==> config.mk <==
export PLATFORM = sky130hd
export DESIGN_NAME = isb_bus
export DESIGN_NICKNAME = d
export VERILOG_FILES = /design/src/isb_pkg.sv /design/src/isb_dma_if.sv /design/src/isb_bus.sv /design/src/isb_dma_arb.sv /design/src/isb_tc_pin.sv
export SDC_FILE = /design/constraint.sdc
export NUM_CORES = 1
export LEC_CHECK = 0
export BUFFER_PORTS_ARGS = -buffer_cell sky130_fd_sc_hd__buf_2
export CAP_MARGIN = 40
export CORE_UTILIZATION = 40
export DETAILED_ROUTE_END_ITERATION = 12
export GPL_TIMING_DRIVEN = 0
export PLACE_DENSITY = 0.64
export SLEW_MARGIN = 20
export SYNTH_ARGS = -nofsm -noshare
export SYNTH_HDL_FRONTEND = slang
export SYNTH_SLANG_ARGS = --single-unit
export TNS_END_PERCENT = 20
==> constraint.sdc <==
create_clock -name ref_clk_i -period 3.34 [get_ports ref_clk_i]
set_input_delay 0.334 -clock ref_clk_i [delete_from_list [all_inputs] [get_ports ref_clk_i]]
set_output_delay 0.334 -clock ref_clk_i [all_outputs]
set_load 0.02 [all_outputs]
==> src/isb_pkg.sv <==
// Shared constants and types for the ISA-style system bus controller
package isb_pkg;

  // ---------------------------------------------------------------
  // Timing
  // ---------------------------------------------------------------
  localparam int CLK_PERIOD_NS = 5;
  localparam int T_SETUP_NS = 10;
  localparam int T_CMD_MIN_NS = 15;
  // Least times, rounded up to whole cycles, never below one
  localparam int SETUP_CYC = ((T_SETUP_NS + CLK_PERIOD_NS - 1) / CLK_PERIOD_NS) < 1 ? 1 :
                             ((T_SETUP_NS + CLK_PERIOD_NS - 1) / CLK_PERIOD_NS);
  localparam int CMD_CYC = ((T_CMD_MIN_NS + CLK_PERIOD_NS - 1) / CLK_PERIOD_NS) < 1 ? 1 :
                           ((T_CMD_MIN_NS + CLK_PERIOD_NS - 1) / CLK_PERIOD_NS);
  localparam int CNT_W = 3;
  localparam logic [CNT_W-1:0] SETUP_LOAD = CNT_W'(SETUP_CYC - 1);
  localparam logic [CNT_W-1:0] CMD_LOAD = CNT_W'(CMD_CYC - 1);
  localparam logic [CNT_W-1:0] CNT_ZERO = 3'h0;

  // ---------------------------------------------------------------
  // Widths, strobe positions, reset values
  // ---------------------------------------------------------------
  localparam int DATA_W = 16;
  localparam int DMA_CH = 4;
  localparam int STRB_IO_RD = 0;
  localparam int STRB_IO_WR = 1;
  localparam int STRB_MEM_RD = 2;
  localparam int STRB_MEM_WR = 3;
  localparam logic [3:0] STRB_NONE = 4'h0;
  localparam logic [15:0] DATA_RST = 16'h0000;
  localparam logic [7:0] BYTE_ZERO = 8'h00;
  localparam logic [3:0] GRANT_NONE_N = 4'hF;

  // ---------------------------------------------------------------
  // Types
  // ---------------------------------------------------------------
  typedef enum logic {
    KIND_IO = 1'b0,
    KIND_MEM = 1'b1
  } isb_kind_type;

  typedef enum logic [3:0] {
    ST_IDLE = 4'h1,
    ST_SETUP = 4'h2,
    ST_CMD = 4'h4,
    ST_HOLD = 4'h8
  } isb_state_type;

endpackage

==> src/isb_dma_if.sv <==
// DMA handshake and shared terminal-count pin signals between bus modules
`timescale 1ns/10ps
interface isb_dma_if;
  logic [3:0] req;
  logic hold_req;
  logic hold_ack;
  logic [3:0] grant_n;
  logic count_done;
  logic out_mode;
  logic end_seen;

  modport arb (input req, input hold_ack, input end_seen, output hold_req, output grant_n);
  modport term (input count_done, input out_mode, output end_seen);
  modport top (output req, output hold_ack, output count_done, output out_mode,
               input hold_req, input grant_n, input end_seen);
endinterface

==> src/isb_bus.sv <==
// ISA-style system bus command engine with DMA handshake pins
`timescale 1ns/10ps
// Function
// - Drive I/O read strobe for I/O reads
// - Drive I/O write strobe during I/O writes
// - Drive memory read strobe for memory reads
// - Drive memory write strobe during memory writes
// - Wide-target feedback marks a 16-bit target
// - Ready low extends the current bus cycle
// - Four DMA request inputs ask for transfers
// - Acknowledge only after processor releases bus
// - Shared pin: count output or end input
// - Pulse count pin at terminal count in output mode only
// - Upper byte enable when odd byte moves
// - Upper data byte unused for 8-bit targets
module isb_bus (
  input wire logic ref_clk_i,
  input wire logic rst_i,
  input wire logic req_valid_i,
  output logic req_ready_o,
  input wire isb_pkg::isb_kind_type req_kind_i,
  input wire logic req_write_i,
  input wire logic req_word_i,
  input wire logic req_odd_i,
  input wire logic [isb_pkg::DATA_W-1:0] req_wdata_i,
  output logic rsp_valid_o,
  output logic [isb_pkg::DATA_W-1:0] rsp_rdata_o,
  output logic rsp_wide_o,
  input wire logic [isb_pkg::DATA_W-1:0] system_data_lines_i,
  output logic [isb_pkg::DATA_W-1:0] system_data_lines_o,
  output logic data_lo_oe_n_o,
  output logic data_hi_oe_n_o,
  output logic upper_byte_enable_n_o,
  output logic io_read_strobe_n_o,
  output logic io_write_strobe_n_o,
  output logic mem_read_strobe_n_o,
  output logic mem_write_strobe_n_o,
  input wire logic wide_target_n_i,
  input wire logic ready_i,
  input wire logic [isb_pkg::DMA_CH-1:0] dma_request_i,
  output logic [isb_pkg::DMA_CH-1:0] dma_grant_n_o,
  output logic bus_hold_req_o,
  input wire logic bus_hold_ack_i,
  input wire logic dma_count_done_i,
  input wire logic pin_out_mode_i,
  input wire logic process_end_n_i,
  output logic count_done_pulse_o,
  output logic count_done_pulse_oe_n_o,
  output logic dma_end_o
);
  import isb_pkg::*;

  // ---------------------------------------------------------------
  // DMA side
  // ---------------------------------------------------------------
  isb_dma_if dma_bus ();

  assign dma_bus.req = dma_request_i;
  assign dma_bus.hold_ack = bus_hold_ack_i;
  assign dma_bus.count_done = dma_count_done_i;
  assign dma_bus.out_mode = pin_out_mode_i;
  assign dma_grant_n_o = dma_bus.grant_n;
  assign bus_hold_req_o = dma_bus.hold_req;
  assign dma_end_o = dma_bus.end_seen;

  isb_dma_arb u_arb (
    .ref_clk_i(ref_clk_i),
    .rst_i(rst_i),
    .dma(dma_bus.arb)
  );

  isb_count_pin u_pin (
    .ref_clk_i(ref_clk_i),
    .rst_i(rst_i),
    .dma(dma_bus.term),
    .process_end_n_i(process_end_n_i),
    .count_done_pulse_o(count_done_pulse_o),
    .count_done_pulse_oe_n_o(count_done_pulse_oe_n_o)
  );

  // ---------------------------------------------------------------
  // Command engine state
  // ---------------------------------------------------------------
  isb_state_type state_r;
  isb_state_type state_nxt;
  logic [CNT_W-1:0] cnt_r;
  isb_kind_type kind_r;
  logic write_r;
  logic word_r;
  logic odd_r;
  logic wide_r;
  logic [DATA_W-1:0] wdata_r;
  logic [3:0] strb_r;
  logic upper_en_r;
  logic [DATA_W-1:0] data_out_r;
  logic lo_oe_r;
  logic hi_oe_r;
  logic rsp_valid_r;
  logic [DATA_W-1:0] rdata_r;
  logic rsp_wide_r;

  logic dma_busy;
  logic start;
  logic cnt_done;
  logic cmd_end;
  logic hi_moves;
  logic [3:0] strb_sel;
  logic [3:0] strb_nxt;
  logic in_cycle_nxt;
  logic wide_now;
  logic [7:0] lo_byte;
  logic [DATA_W-1:0] rdata_nxt;

  // New cycles wait while the bus is requested by or handed to DMA
  assign dma_busy = dma_bus.hold_req || (dma_bus.grant_n != GRANT_NONE_N);
  assign req_ready_o = (state_r == ST_IDLE) && !dma_busy;
  assign start = req_valid_i && req_ready_o;
  assign cnt_done = (cnt_r == CNT_ZERO);
  assign cmd_end = (state_r == ST_CMD) && cnt_done && ready_i;
  assign hi_moves = odd_r || word_r;

  assign strb_sel[STRB_IO_RD] = (kind_r == KIND_IO) && !write_r;
  assign strb_sel[STRB_IO_WR] = (kind_r == KIND_IO) && write_r;
  assign strb_sel[STRB_MEM_RD] = (kind_r == KIND_MEM) && !write_r;
  assign strb_sel[STRB_MEM_WR] = (kind_r == KIND_MEM) && write_r;
  // Exactly one select bit is set, so one strobe at most
  assign strb_nxt = (state_nxt == ST_CMD) ? strb_sel : STRB_NONE;

  assign in_cycle_nxt = (state_nxt != ST_IDLE);
  // Target width is latched as the setup phase hands over to command
  assign wide_now = (state_r == ST_SETUP) ? !wide_target_n_i : wide_r;

  // An 8-bit target sees the odd byte on the low lane
  assign lo_byte = (odd_r && !wide_now) ? wdata_r[15:8] : wdata_r[7:0];
  assign rdata_nxt = (wide_r && word_r) ? system_data_lines_i :
                     (wide_r && odd_r) ? {system_data_lines_i[15:8], BYTE_ZERO} :
                     odd_r ? {system_data_lines_i[7:0], BYTE_ZERO} :
                     {BYTE_ZERO, system_data_lines_i[7:0]};

  always_comb begin
    state_nxt = state_r;
    unique case (state_r)
      ST_IDLE: begin
        if (start) begin
          state_nxt = ST_SETUP;
        end
      end
      ST_SETUP: begin
        if (cnt_done) begin
          state_nxt = ST_CMD;
        end
      end
      ST_CMD: begin
        if (cmd_end) begin
          state_nxt = ST_HOLD;
        end
      end
      ST_HOLD: begin
        state_nxt = ST_IDLE;
      end
      default: begin
        state_nxt = ST_IDLE;
      end
    endcase
  end

  // ---------------------------------------------------------------
  // Sequencing registers
  // ---------------------------------------------------------------
  always_ff @(posedge ref_clk_i) begin
    if (rst_i) begin
      state_r <= ST_IDLE;
      cnt_r <= CNT_ZERO;
    end else begin
      state_r <= state_nxt;
      if (start) begin
        cnt_r <= SETUP_LOAD;
      end else if (state_r == ST_SETUP && cnt_done) begin
        cnt_r <= CMD_LOAD;
      end else if (!cnt_done) begin
        cnt_r <= cnt_r - 3'h1;
      end
    end
  end

  always_ff @(posedge ref_clk_i) begin
    if (rst_i) begin
      kind_r <= KIND_IO;
      write_r <= 1'b0;
      word_r <= 1'b0;
      odd_r <= 1'b0;
      wdata_r <= DATA_RST;
      wide_r <= 1'b0;
    end else begin
      if (start) begin
        kind_r <= req_kind_i;
        write_r <= req_write_i;
        word_r <= req_word_i;
        odd_r <= req_odd_i;
        wdata_r <= req_wdata_i;
      end
      wide_r <= wide_now;
    end
  end

  // ---------------------------------------------------------------
  // Pin drivers
  // ---------------------------------------------------------------
  always_ff @(posedge ref_clk_i) begin
    if (rst_i) begin
      strb_r <= STRB_NONE;
      upper_en_r <= 1'b0;
      data_out_r <= DATA_RST;
      lo_oe_r <= 1'b0;
      hi_oe_r <= 1'b0;
    end else begin
      strb_r <= strb_nxt;
      upper_en_r <= in_cycle_nxt && (start ? (req_odd_i || req_word_i) : hi_moves);
      data_out_r <= {wdata_r[15:8], lo_byte};
      lo_oe_r <= in_cycle_nxt && !start && write_r;
      // Upper lane stays quiet for 8-bit targets
      hi_oe_r <= in_cycle_nxt && !start && write_r && wide_now && hi_moves;
    end
  end

  always_ff @(posedge ref_clk_i) begin
    if (rst_i) begin
      rsp_valid_r <= 1'b0;
      rdata_r <= DATA_RST;
      rsp_wide_r <= 1'b0;
    end else begin
      rsp_valid_r <= cmd_end;
      if (cmd_end) begin
        rdata_r <= write_r ? DATA_RST : rdata_nxt;
        rsp_wide_r <= wide_r;
      end
    end
  end

  assign io_read_strobe_n_o = !strb_r[STRB_IO_RD];
  assign io_write_strobe_n_o = !strb_r[STRB_IO_WR];
  assign mem_read_strobe_n_o = !strb_r[STRB_MEM_RD];
  assign mem_write_strobe_n_o = !strb_r[STRB_MEM_WR];
  assign upper_byte_enable_n_o = !upper_en_r;
  assign system_data_lines_o = data_out_r;
  assign data_lo_oe_n_o = !lo_oe_r;
  assign data_hi_oe_n_o = !hi_oe_r;
  assign rsp_valid_o = rsp_valid_r;
  assign rsp_rdata_o = rdata_r;
  assign rsp_wide_o = rsp_wide_r;
endmodule

==> src/isb_dma_arb.sv <==
// Fixed-priority DMA request arbiter with bus-hold handshake and acknowledges
`timescale 1ns/10ps
module isb_dma_arb (
  input wire logic ref_clk_i,
  input wire logic rst_i,
  isb_dma_if.arb dma
);
  import isb_pkg::*;

  logic hold_r;
  logic granted_r;
  logic [3:0] win_r;
  logic [3:0] win_nxt;
  logic any_req;
  logic drop;

  // Channel 0 has the highest priority
  assign win_nxt = dma.req & (~dma.req + 4'h1);
  assign any_req = |dma.req;
  // Grant ends when the winner drops its request or the transfer ends
  assign drop = granted_r && (((win_r & dma.req) == STRB_NONE) || dma.end_seen);
  assign dma.hold_req = hold_r;
  assign dma.grant_n = granted_r ? ~win_r : GRANT_NONE_N;

  always_ff @(posedge ref_clk_i) begin
    if (rst_i) begin
      hold_r <= 1'b0;
      granted_r <= 1'b0;
      win_r <= STRB_NONE;
    end else if (drop) begin
      hold_r <= 1'b0;
      granted_r <= 1'b0;
    end else if (!granted_r) begin
      hold_r <= any_req;
      if (hold_r && dma.hold_ack && any_req) begin
        granted_r <= 1'b1;
        win_r <= win_nxt;
      end
    end
  end
endmodule

==> src/isb_tc_pin.sv <==
// Shared terminal-count output / end-of-process input pin
`timescale 1ns/10ps
module isb_count_pin (
  input wire logic ref_clk_i,
  input wire logic rst_i,
  isb_dma_if.term dma,
  input wire logic process_end_n_i,
  output logic count_done_pulse_o,
  output logic count_done_pulse_oe_n_o
);
  import isb_pkg::*;

  logic pulse_r;
  logic prev_r;
  logic end_r;
  logic fall;

  assign fall = !dma.out_mode && prev_r && !process_end_n_i;
  assign count_done_pulse_o = pulse_r;
  assign count_done_pulse_oe_n_o = !dma.out_mode;
  assign dma.end_seen = end_r;

  always_ff @(posedge ref_clk_i) begin
    if (rst_i) begin
      pulse_r <= 1'b0;
      prev_r <= 1'b1;
      end_r <= 1'b0;
    end else begin
      pulse_r <= dma.out_mode && dma.count_done;
      // Input mode only; a driven pin would read back our own level
      prev_r <= dma.out_mode ? 1'b1 : process_end_n_i;
      end_r <= fall;
    end
  end
endmodule

==> results.md, run 1 <==
* Longest Clk Path Bufs at 2
* Post-DR vias/cell at about 5.0
* DRC violation total after the first TritonRoute iteration at 80
* Final wirelength at 7270 um
* End point of the critical path: req_ready_o
* Worst-margin pin slew at 0.794 ns
* Main synth FF type: sky130_fd_sc_hd__dfxtp_1
* CTS tree: built
* Endpoint of the worst-slack reg-to-reg timing path: system_data_lines_o[7]
* Setup Buffers After CTS at 0
* Number of endpoints with negative hold slack in the final report at 0
* Cell accounting for the most synthesized area: sky130_fd_sc_hd__dfxtp_1
* Core area at between 7000 and 8000 um2
* Hold buffer count at CTS at 0
* Final routed wire length divided by cell count at 13.4 um
* Number of pins with negative max-slew slack in the final report at 0
* Final global-route overflow total at 0
* Startpoint type of the worst setup path: flop
* Most repeated cell in the gate-level netlist after synthesis: sky130_fd_sc_hd__dfxtp_1
* Path type of the worst setup path: reg2out
* Achievable clock frequency at around 510 MHz
* Ratio of cells with drive above 1 in the final layout at approximately 28%
* Global-route total usage across every layer at 18.3%
* Footprint of the multi-input gates at 1310 um2
* Most frequent cells after synthesis: sky130_fd_sc_hd__dfxtp_1, sky130_fd_sc_hd__nand2_1, sky130_fd_sc_hd__inv_1
* Diode count at 0
* Inst Count DP at 528
* Count of filler cells inserted in the layout at 705
* Layout net count at 491
* Startpoint of the worst setup timing path: u_arb.win_r[3]
* Maximum ir drop on the vdd rail at 328 uV
* Final ANT Viol Nets at 0
* Final std cells w/o fill at roughly 540
* Worst-case hold slack at 0.207 ns
* Worst relative slew slack at 46.6%
* TritonCTS Buffers at 9
* Final routed DRC violation total at 0
* Proportion of synthesized chip area in sequential cells at about 51%
* DPL Wire Length at ~5300 um
* Register area at 1560 um2
* Reported leakage power at between 0.0015 and 0.002 uW
* Share of the core filled with cells in the final layout at between 50% and 60%
* Critical R2R Launch: state_r[1]
* Final Skew at 0.00958 ns
* Post-synth net total at about 380
* Post-synth cell types at 43
* Pwr per Cell Area at roughly 550 nW/um2
* Starting utilization of the core area at 42.0%
* Mapped Avg Cell Area at roughly 9.3 um2
* Gp weighted congestion at 0.801
* Die area at ~8000 um2
* Layout area overhead at 27.5%
* Number of buffers inserted by port buffering at 97
* Top-level I/O count at 99
* Register-to-register setup slack at about 1.5 ns
* DR vias at 2698
* Period minus WS final at 1.95 ns
* Tcrit/Tclk final at 58.3%
* Post-Synthesis Cell Area at 3080 um2
* # rows at 31
* Worst hold path type: in2reg
* Number of warning messages in the yosys log at 0
* Post-synthesis instance total at 332
* Vias in the first global route at 2490
* Worst Path Required at roughly 3.0 ns
* Worst reg2reg path depth at 4
* Final setup violation count at 0
* CTS H-Tree Depth at 3
* Max-cap violations at 0
* WP data arrival at 1.61 ns
* Outcome: completed
* First-pass detailed-route iteration total at 5
* Endpoint kind of the worst setup timing path: primary output
* Post-synth EDFFs at 0
* Number of storage elements in the synthesis netlist at 78
* Clock insertion delay at the later pin of the skew report at between 0.3 and 0.4 ns
* TNS Setup at 0 ns
* Sinks on the clock net at 78
* RSZ-0062 raised after global routing: false
* Clock-pin slew on the worst setup and hold paths at 0.08 ns
* Fin worst setup slack at 1.39 ns
* Post-synthesis async set-or-reset flop share at 0%
* Worst-case setup slack after placement at 1.49 ns
* Die width at 89.7 um
* Die height at 89.7 um
* Max Fanout on Critical Path at 4
* Dominant cells by area after synthesis: sky130_fd_sc_hd__dfxtp_1, sky130_fd_sc_hd__mux2i_1, sky130_fd_sc_hd__nand2_1
* Master cell of the clock root buffer: sky130_fd_sc_hd__clkbuf_8
* Largest net degree at the start of global routing at 14
* PostCTS Resize Cnt at 0
* Top cell type's share of synthesized area at between 50% and 60%
* Global-route wire length before repair at ~12000 um
* Antenna violations before repair at 0
[state kept, by name, indices dropped and copies added, names as in the netlist, 3 cells and up]
signal / count
rsp_rdata_o: 16
u_arb.win_r: 4
strb_r: 4
system_data_lines_o: 16
cnt_r: 3
wdata_r: 16
state_r: 4
[stage by stage]
stage	total power, uW	instance area (um2)
finish	2140	3920
global route	2240	3920
CTS	2160	3920
detailed placement	1330	3690
global placement	1330	3690
floorplan	1240	3080
[area by class of cell]
type | count | share of cell area [%]
timing repair buffer | 97 | 12.4
buffer | 20 | 2.26
clock buffer | 9 | 3.16
multi-input combinational | 202 | 33.3
sequential | 78 | 39.8
inverter | 32 | 3.06
clock inverter | 7 | 2.87
tap | 99 | 3.16
[cells in the final DEF (no fill, tap or decap), drive strengths merged, types with 4 or more instances in the layout]
cell | synthesis | routed
nor4b | 5 | 5
inv | 31 | 31
nand4 | 9 | 9
mux2i | 29 | 29
a21oi | 16 | 16
buf | 7 | 104
o32ai | 10 | 10
a22oi | 8 | 8
nand2 | 48 | 48
clkbuf | 13 | 22
nor2b | 11 | 11
dfxtp | 78 | 78
nor3 | 5 | 5
nor2 | 10 | 10
clkinv | 1 | 4
o21ai | 16 | 16
[cell families after synthesis]
family	after synthesis	synth area share (%)
flip-flops	78	50.7
multiplexers	30	9.80
adder cells (fa/ha/maj)	2	0.813
AO/OA/AOI/OAI	60	12.8
AND/OR/NAND/NOR	110	19.1
buffers and inverters	52	6.79
[report_power, final]
part | total [uW] | switching, uW | internal [uW] | leakage (uW)
Combinational | 313 | 185 | 127 | 0.000938
Sequential | 999 | 24.5 | 974 | 0.000634
Clock | 829 | 336 | 492 | 0.000119
Total | 2140 | 546 | 1590 | 0.00169
[layer usage]
layer	up-vias	global-route usage [%]	share of wire [%]
li1	1362	-	-
met1	1227	23.5	47
met3	12	5.67	7.1
met5	-	0	0
met4	0	7.79	1.7
met2	97	28.3	45
[worst min-delay path by stage]
stage                    startpoint                 end  slack [ns]  cells past startpoint
floorplan              u_pin.prev_r  u_pin.dma.end_seen        0.39                      2
global placement       u_pin.prev_r  u_pin.dma.end_seen        0.40                      2
detailed placement     u_pin.prev_r  u_pin.dma.end_seen        0.40                      2
CTS                 process_end_n_i        u_pin.prev_r        0.20                      2
global route        process_end_n_i        u_pin.prev_r        0.20                      2
finish              process_end_n_i        u_pin.prev_r        0.21                      2
[critical path: stages (launching register included)]
cell and delay, ns:
sky130_fd_sc_hd__dfxtp_1 0.34, sky130_fd_sc_hd__o41ai_1 0.52, sky130_fd_sc_hd__and3_1 0.25, sky130_fd_sc_hd__buf_2 0.17
(Power assumes the default switching activity.)
==> run 2: changes to the inputs <==
Settings changed: PLACE_DENSITY 0.64 to 0.67.
Clock period 3.34 ns to 1.6 ns, I/O delays scaled along.
==> results.md, run 2 (synthesis gave the netlist of run 1 again) <==
* Layout net count at 494
* Number of endpoints with negative hold slack in the final report at 0
* Worst Path Required at 1.44 ns
* Largest net degree at the start of global routing at 15
* Die height at between 80 and 90 um
* Post-DR vias/cell at 5.00
* Clock-pin slew on the worst setup and hold paths at 0.08 ns
* DRC violation total after the first TritonRoute iteration at 99
* Gp weighted congestion at 0.793
* Startpoint type of the worst setup path: flop
* Most common cell after layout, fill and taps aside: sky130_fd_sc_hd__buf_2
* Final setup violation count at 9
* Starting utilization of the core area at between 40% and 50%
* Hold path endpoint: u_pin.count_done_pulse_o
* DR vias at between 2000 and 3000
* Ratio of cells with drive above 1 in the final layout at 31.7%
* Global-route total usage across every layer at 18.9%
* Period minus WS final at 1.66 ns
* Worst-margin pin slew at slightly above 0.8 ns
* Layer carrying the most global-route usage: met2
* Share of the core filled with cells in the final layout at 55.6%
* Overall power consumption at 4490 uW
* Final wirelength at about 7500 um
* Endpoint of the worst-slack reg-to-reg timing path: rsp_rdata_o[9]
* Post-placement cell area at 3700 um2
* Clock insertion delay at the later pin of the skew report at 0.35 ns
* Final instance area at 4070 um2
* Max-cap violations at 0
* Worst reg2reg path depth at 3
* DPL Wire Length at 5320 um
* Fin worst setup slack at -0.0580 ns
* Global-route track usage on met2 at roughly 31%
* Outcome: complete, but fails checks
* Endpoint kind of the worst setup timing path: primary output
* Final ANT Viol Nets at 0
* WP data arrival at 1.50 ns
* Achievable clock frequency at between 600 and 700 MHz
* Maximum ir drop on the vdd rail at ~700 uV
* Cell depth of the worst min-delay path at 2
* Global Route met3 Usage at a little over 6%
* Worst hold path type: in2reg
* Path type of the worst setup path: reg2out
* Critical R2R Launch: state_r[1]
* Final routed DRC violation total at 0
* Global-route wire length before repair at 12100 um
* Top-level I/O count at 99
* Number of pins with negative max-slew slack in the final report at 0
* Worst Min Path Start: dma_count_done_i
* Most used cells in the layout excluding fill and tap cells: sky130_fd_sc_hd__buf_2, sky130_fd_sc_hd__dfxtp_1, sky130_fd_sc_hd__nand2_1, sky130_fd_sc_hd__inv_1, sky130_fd_sc_hd__mux2i_1
* RSZ-0062 raised after global routing: true
* Pwr per Cell Area at between 1000 and 1500 nW/um2
* Number of buffers inserted by port buffering at 97
* Antenna violations before repair at 0
* Layout area overhead at 32.4%
* Core area at 7330 um2
* CTS H-Tree Depth at 3
* Inst Count DP at 528
* # rows at 31
* Longest Clk Path Bufs at 2
* Die area at 8050 um2
* Diode count at 0
* CTS tree: built
* Master cell of the clock root buffer: sky130_fd_sc_hd__clkbuf_8
* Vias in the first global route at 2559
* Die width at ~90 um
* Violated checks: negative setup slack
* Tcrit/Tclk final at 104%
* Final global-route overflow total at 0
* First-pass detailed-route iteration total at 4
* Sinks on the clock net at 78
* Register-to-register setup slack at -0.05 ns
* Met1 global-route usage at 22.8%
* Worst relative slew slack at around 46%
* Final routed wire length divided by cell count at approximately 14 um
* Reported leakage power at between 0.0015 and 0.002 uW
* Max Fanout on Critical Path at 3
* TritonCTS Buffers at 9
* Final Skew at 0.00932 ns
* Final std cells w/o fill at 547
run 2: critical path, stage by stage (launching register included):
cell and delay (ns):
sky130_fd_sc_hd__dfxtp_4 0.36, sky130_fd_sc_hd__o41ai_4 0.41, sky130_fd_sc_hd__and3_4 0.26, sky130_fd_sc_hd__buf_6 0.11
run 2: timing repair:
action                                  4_1_cts  5_1_grt
hold endpoints to repair                      1        0
gates resized for setup                      20       15
setup buffers                                 3        1
pin swaps                                     4        3
hold buffers                                  1        0
endpoints found under the setup margin       45       50
run 2: power breakdown:
| part | internal [uW] | leakage, uW | switching, uW | total (uW) |
|---|---|---|---|---|
| clock | 883 | 0.000106 | 747 | 1630 |
| combinational | 340 | 0.00100 | 427 | 766 |
| sequential | 2030 | 0.000636 | 57.5 | 2090 |
run 2: final cells by class:
class | instances | area [um2]
buffer | 18 | 119
fill | 694 | 3260
timing repair buffer | 102 | 532
clock buffer | 9 | 124
inverter | 32 | 120
clock inverter | 7 | 97.6
multi-input combinational | 202 | 1390
sequential | 78 | 1570
tap | 99 | 124
run 2: worst max-delay path by stage:
stage | cells past startpoint | end | slack, ns | start
final | 3 | req_ready_o | -0.06 | u_arb.win_r[2]
after global routing | 3 | rsp_rdata_o[10] | -0.11 | state_r[1]
after CTS | 3 | rsp_rdata_o[12] | -0.05 | state_r[1]
after detailed placement | 5 | wdata_r[7] | -0.21 | u_arb.win_r[3]
after global placement | 4 | system_data_lines_o[6] | -0.19 | state_r[0]
after floorplan | 4 | rsp_rdata_o[10] | -0.006 | state_r[1]
run 2: per-layer routing:
metal / share of wire (%) / vias to the layer above
met1: 44 / 1247
met4: 0.98 / 0
li1: - / 1371
met5: 0 / -
met3: 7.9 / 8
met2: 47 / 109
run 2: per-stage QoR:
stage | worst slack [ns] | setup TNS [ns] | hold slack [ns]
after global placement | -0.191 | -5.60 | 0.366
after CTS | -0.0482 | -0.317 | 0.0227
final | -0.0580 | -0.343 | 0.0386
after global routing | -0.107 | -1.87 | 0.0379
after detailed placement | -0.210 | -5.95 | 0.373
after floorplan | -0.00623 | -0.0508 | 0.280
==> run 3: changes to the inputs <==
Settings changed: SYNTH_HIERARCHICAL set to 1.
==> results.md, run 3 <==
* CTS H-Tree Depth at 3
* Worst Path Required at 1.85 ns
* Proportion of synthesized chip area in sequential cells at about 50%
* Met3 wire length at a little over 300 um
* DRC violation total after the first TritonRoute iteration at 154
* Overall power consumption at 4480 uW
* Die width at ~90 um
* Dominant cells by area after synthesis: sky130_fd_sc_hd__dfxtp_1, sky130_fd_sc_hd__mux2i_1, sky130_fd_sc_hd__nand2_1
* Most repeated cell in the gate-level netlist after synthesis: sky130_fd_sc_hd__dfxtp_1
* Vias in the first global route at roughly 2700
* Final routed wire length divided by cell count at 14.0 um
* Master cell of the clock root buffer: sky130_fd_sc_hd__clkbuf_8
* Global-route wire length before repair at 12900 um
* Layout area overhead at 32.2%
* Post-synthesis instance total at 337
* Outcome: complete, but fails checks
* Top cell type's share of synthesized area at between 40% and 50%
* Final setup violation count at 9
* Number of warning messages in the yosys log at 6
* Violated checks: negative setup slack
* Fin worst setup slack at -0.0635 ns
* Post-synthesis async set-or-reset flop share at 0%
* Ratio of cells with drive above 1 in the final layout at 34.2%
* Path type of the worst setup path: reg2reg
* Tcrit/Tclk final at 104%
* Sinks on the clock net at 78
* Worst hold path type: in2reg
* Pwr per Cell Area at 1080 nW/um2
* Cells along the critical path: or4b_4, or4_4, o32ai_2
* Period minus WS final at 1.66 ns
* Delay of the slowest critical-path stage at 0.55 ns
* Most used cells in the layout excluding fill and tap cells: sky130_fd_sc_hd__buf_2, sky130_fd_sc_hd__dfxtp_1, sky130_fd_sc_hd__nand2_1, sky130_fd_sc_hd__inv_1, sky130_fd_sc_hd__mux2i_1
* Sum of routed wire segments on met1 at ~3700 um
* Cell accounting for the most synthesized area: sky130_fd_sc_hd__dfxtp_1
* Longest Clk Path Bufs at 2
* Number of pins with negative max-slew slack in the final report at 0
* Max Fanout on Critical Path at 8
* Die area at 8180 um2
* Critical path buffers and inverters at 0
* Achievable clock frequency at 601 MHz
* Starting utilization of the core area at 42.2%
* Final ANT Viol Nets at 0
* Gp weighted congestion at between 0.8 and 0.9
* CTS tree: built
* Slowest stage cell, crit path: sky130_fd_sc_hd__or4b_4
* First-pass detailed-route iteration total at 4
* Layout net count at 499
* Final routed DRC violation total at 0
* Global-route total usage across every layer at 19.7%
* Post-DR vias/cell at approximately 5.1
* Uppermost signal routing layer after detailed routing: met4
* WP data arrival at 1.91 ns
* Top-level I/O count at 99
* Clock-pin slew on the worst setup and hold paths at 0.08 ns
* Final global-route overflow total at 0
* Startpoint type of the worst setup path: flop
* TNS Setup at -0.463 ns
* Worst-case setup slack after placement at -0.271 ns
* Most common cell after layout, fill and taps aside: sky130_fd_sc_hd__buf_2
* DR vias at 2820
* Most frequent cells after synthesis: sky130_fd_sc_hd__dfxtp_1, sky130_fd_sc_hd__nand2_1, sky130_fd_sc_hd__inv_1
* Total met2 wirelength after detailed routing at about 3600 um
* Post-Synthesis Cell Area at around 3100 um2
* Kind of cell adding the most delay to the critical path: simple AND/OR/NAND/NOR gates
* Post-synth EDFFs at 0
* Count of filler cells inserted in the layout at 695
* Largest net degree at the start of global routing at 14
* RSZ-0062 raised after global routing: true
* Max-cap violations at 0
* Worst relative slew slack at 63.1%
* Maximum ir drop on the vdd rail at 510 uV
* Post-synth net total at 388
* Diode count at 0
* Number of buffers inserted by port buffering at 98
* DPL Wire Length at 5560 um
* Final Skew at 0.0103 ns
* TritonCTS Buffers at 9
* Number of storage elements in the synthesis netlist at 78
* Antenna violations before repair at 0
* Worst-margin pin slew at 0.548 ns
* Mapped Avg Cell Area at 9.28 um2
* Final wirelength at ~7700 um
* Footprint of the multi-input gates at 1490 um2
* Clock insertion delay at the later pin of the skew report at 0.34 ns
* Endpoint kind of the worst setup timing path: flop
* Reported leakage power at 0.00179 uW
* Register area at 1570 um2
* Core area at about 7400 um2
* Register-to-register setup slack at -0.06 ns
* Main synth FF type: sky130_fd_sc_hd__dfxtp_1
* # rows at 31
* Die height at around 90 um
* Number of endpoints with negative hold slack in the final report at 0
* Post-synth cell types at 44
## run 3: where the power goes
group | total, uW | internal, uW | leakage [uW] | switching (uW)
Sequential | 2090 | 2030 | 0.000635 | 56.8
Combinational | 768 | 319 | 0.00106 | 449
Clock | 1620 | 922 | 0.000102 | 701
## run 3: logic make-up after synthesis
group                      share of synthesized area (%)
adders and majority gates                          0.800
muxes                                               8.68
and+or+nand+nor                                     21.5
AOI/OAI and AO/OA                                   13.0
buffers and inverters                               6.04
DFF                                                 49.9
## run 3: through the flow
step	cell area [um2]	std cells	utilization (%)	hold WS, ns
2_1_floorplan	3140	337	-	0.229
3_3_place_gp	3760	534	50.7	0.337
3_5_place_dp	3760	534	50.7	0.342
4_1_cts	4090	554	55.2	0.0127
5_1_grt	4140	552	55.8	0.0190
6_report	4140	552	55.8	0.0262
## run 3: worst register-to-register path: cells and delay by family (launching register included)
family          cells  cell delay [ns]
compound gates      1             0.15
flops               1             0.38
simple gates        2             1.05
## run 3: path summary, 6_finish.rpt
path                                startpoint  cells past startpoint                  to
worst min register to register    u_pin/prev_r                      1  u_pin/dma.end_seen
worst max register to register      state_r[3]                      3      rsp_rdata_o[9]
worst min-delay path            pin_out_mode_i                      2  u_pin/dma.end_seen
worst max-delay path                state_r[3]                      3      rsp_rdata_o[9]
## run 3: area by class of cell
| cell class | count | share of cell area, % |
|---|---|---|
| plain buffers | 15 | 2.00 |
| clock buffers | 11 | 3.42 |
| clock inverters | 5 | 2.00 |
| inverters | 30 | 2.72 |
| multi-input cells | 211 | 36.0 |
| flip-flops and latches | 78 | 38.0 |
| well taps | 99 | 3.00 |
| repair buffers | 103 | 12.9 |
## run 3: timing repair
item                       CTS  global route
hold buffers                 1             0
buffers inserted             4             0
cloned                       0             0
gates resized for setup     31            14
hold endpoints to repair     1             0
setup endpoints to repair   32            34
pin swaps                    5             2
## run 3: routing by layer
layer  up-vias  global-route usage (%)
met5         -                       0
met4         0                    7.80
met3        10                    4.55
met2        63                    31.6
met1      1330                    25.5
li1       1417                       -
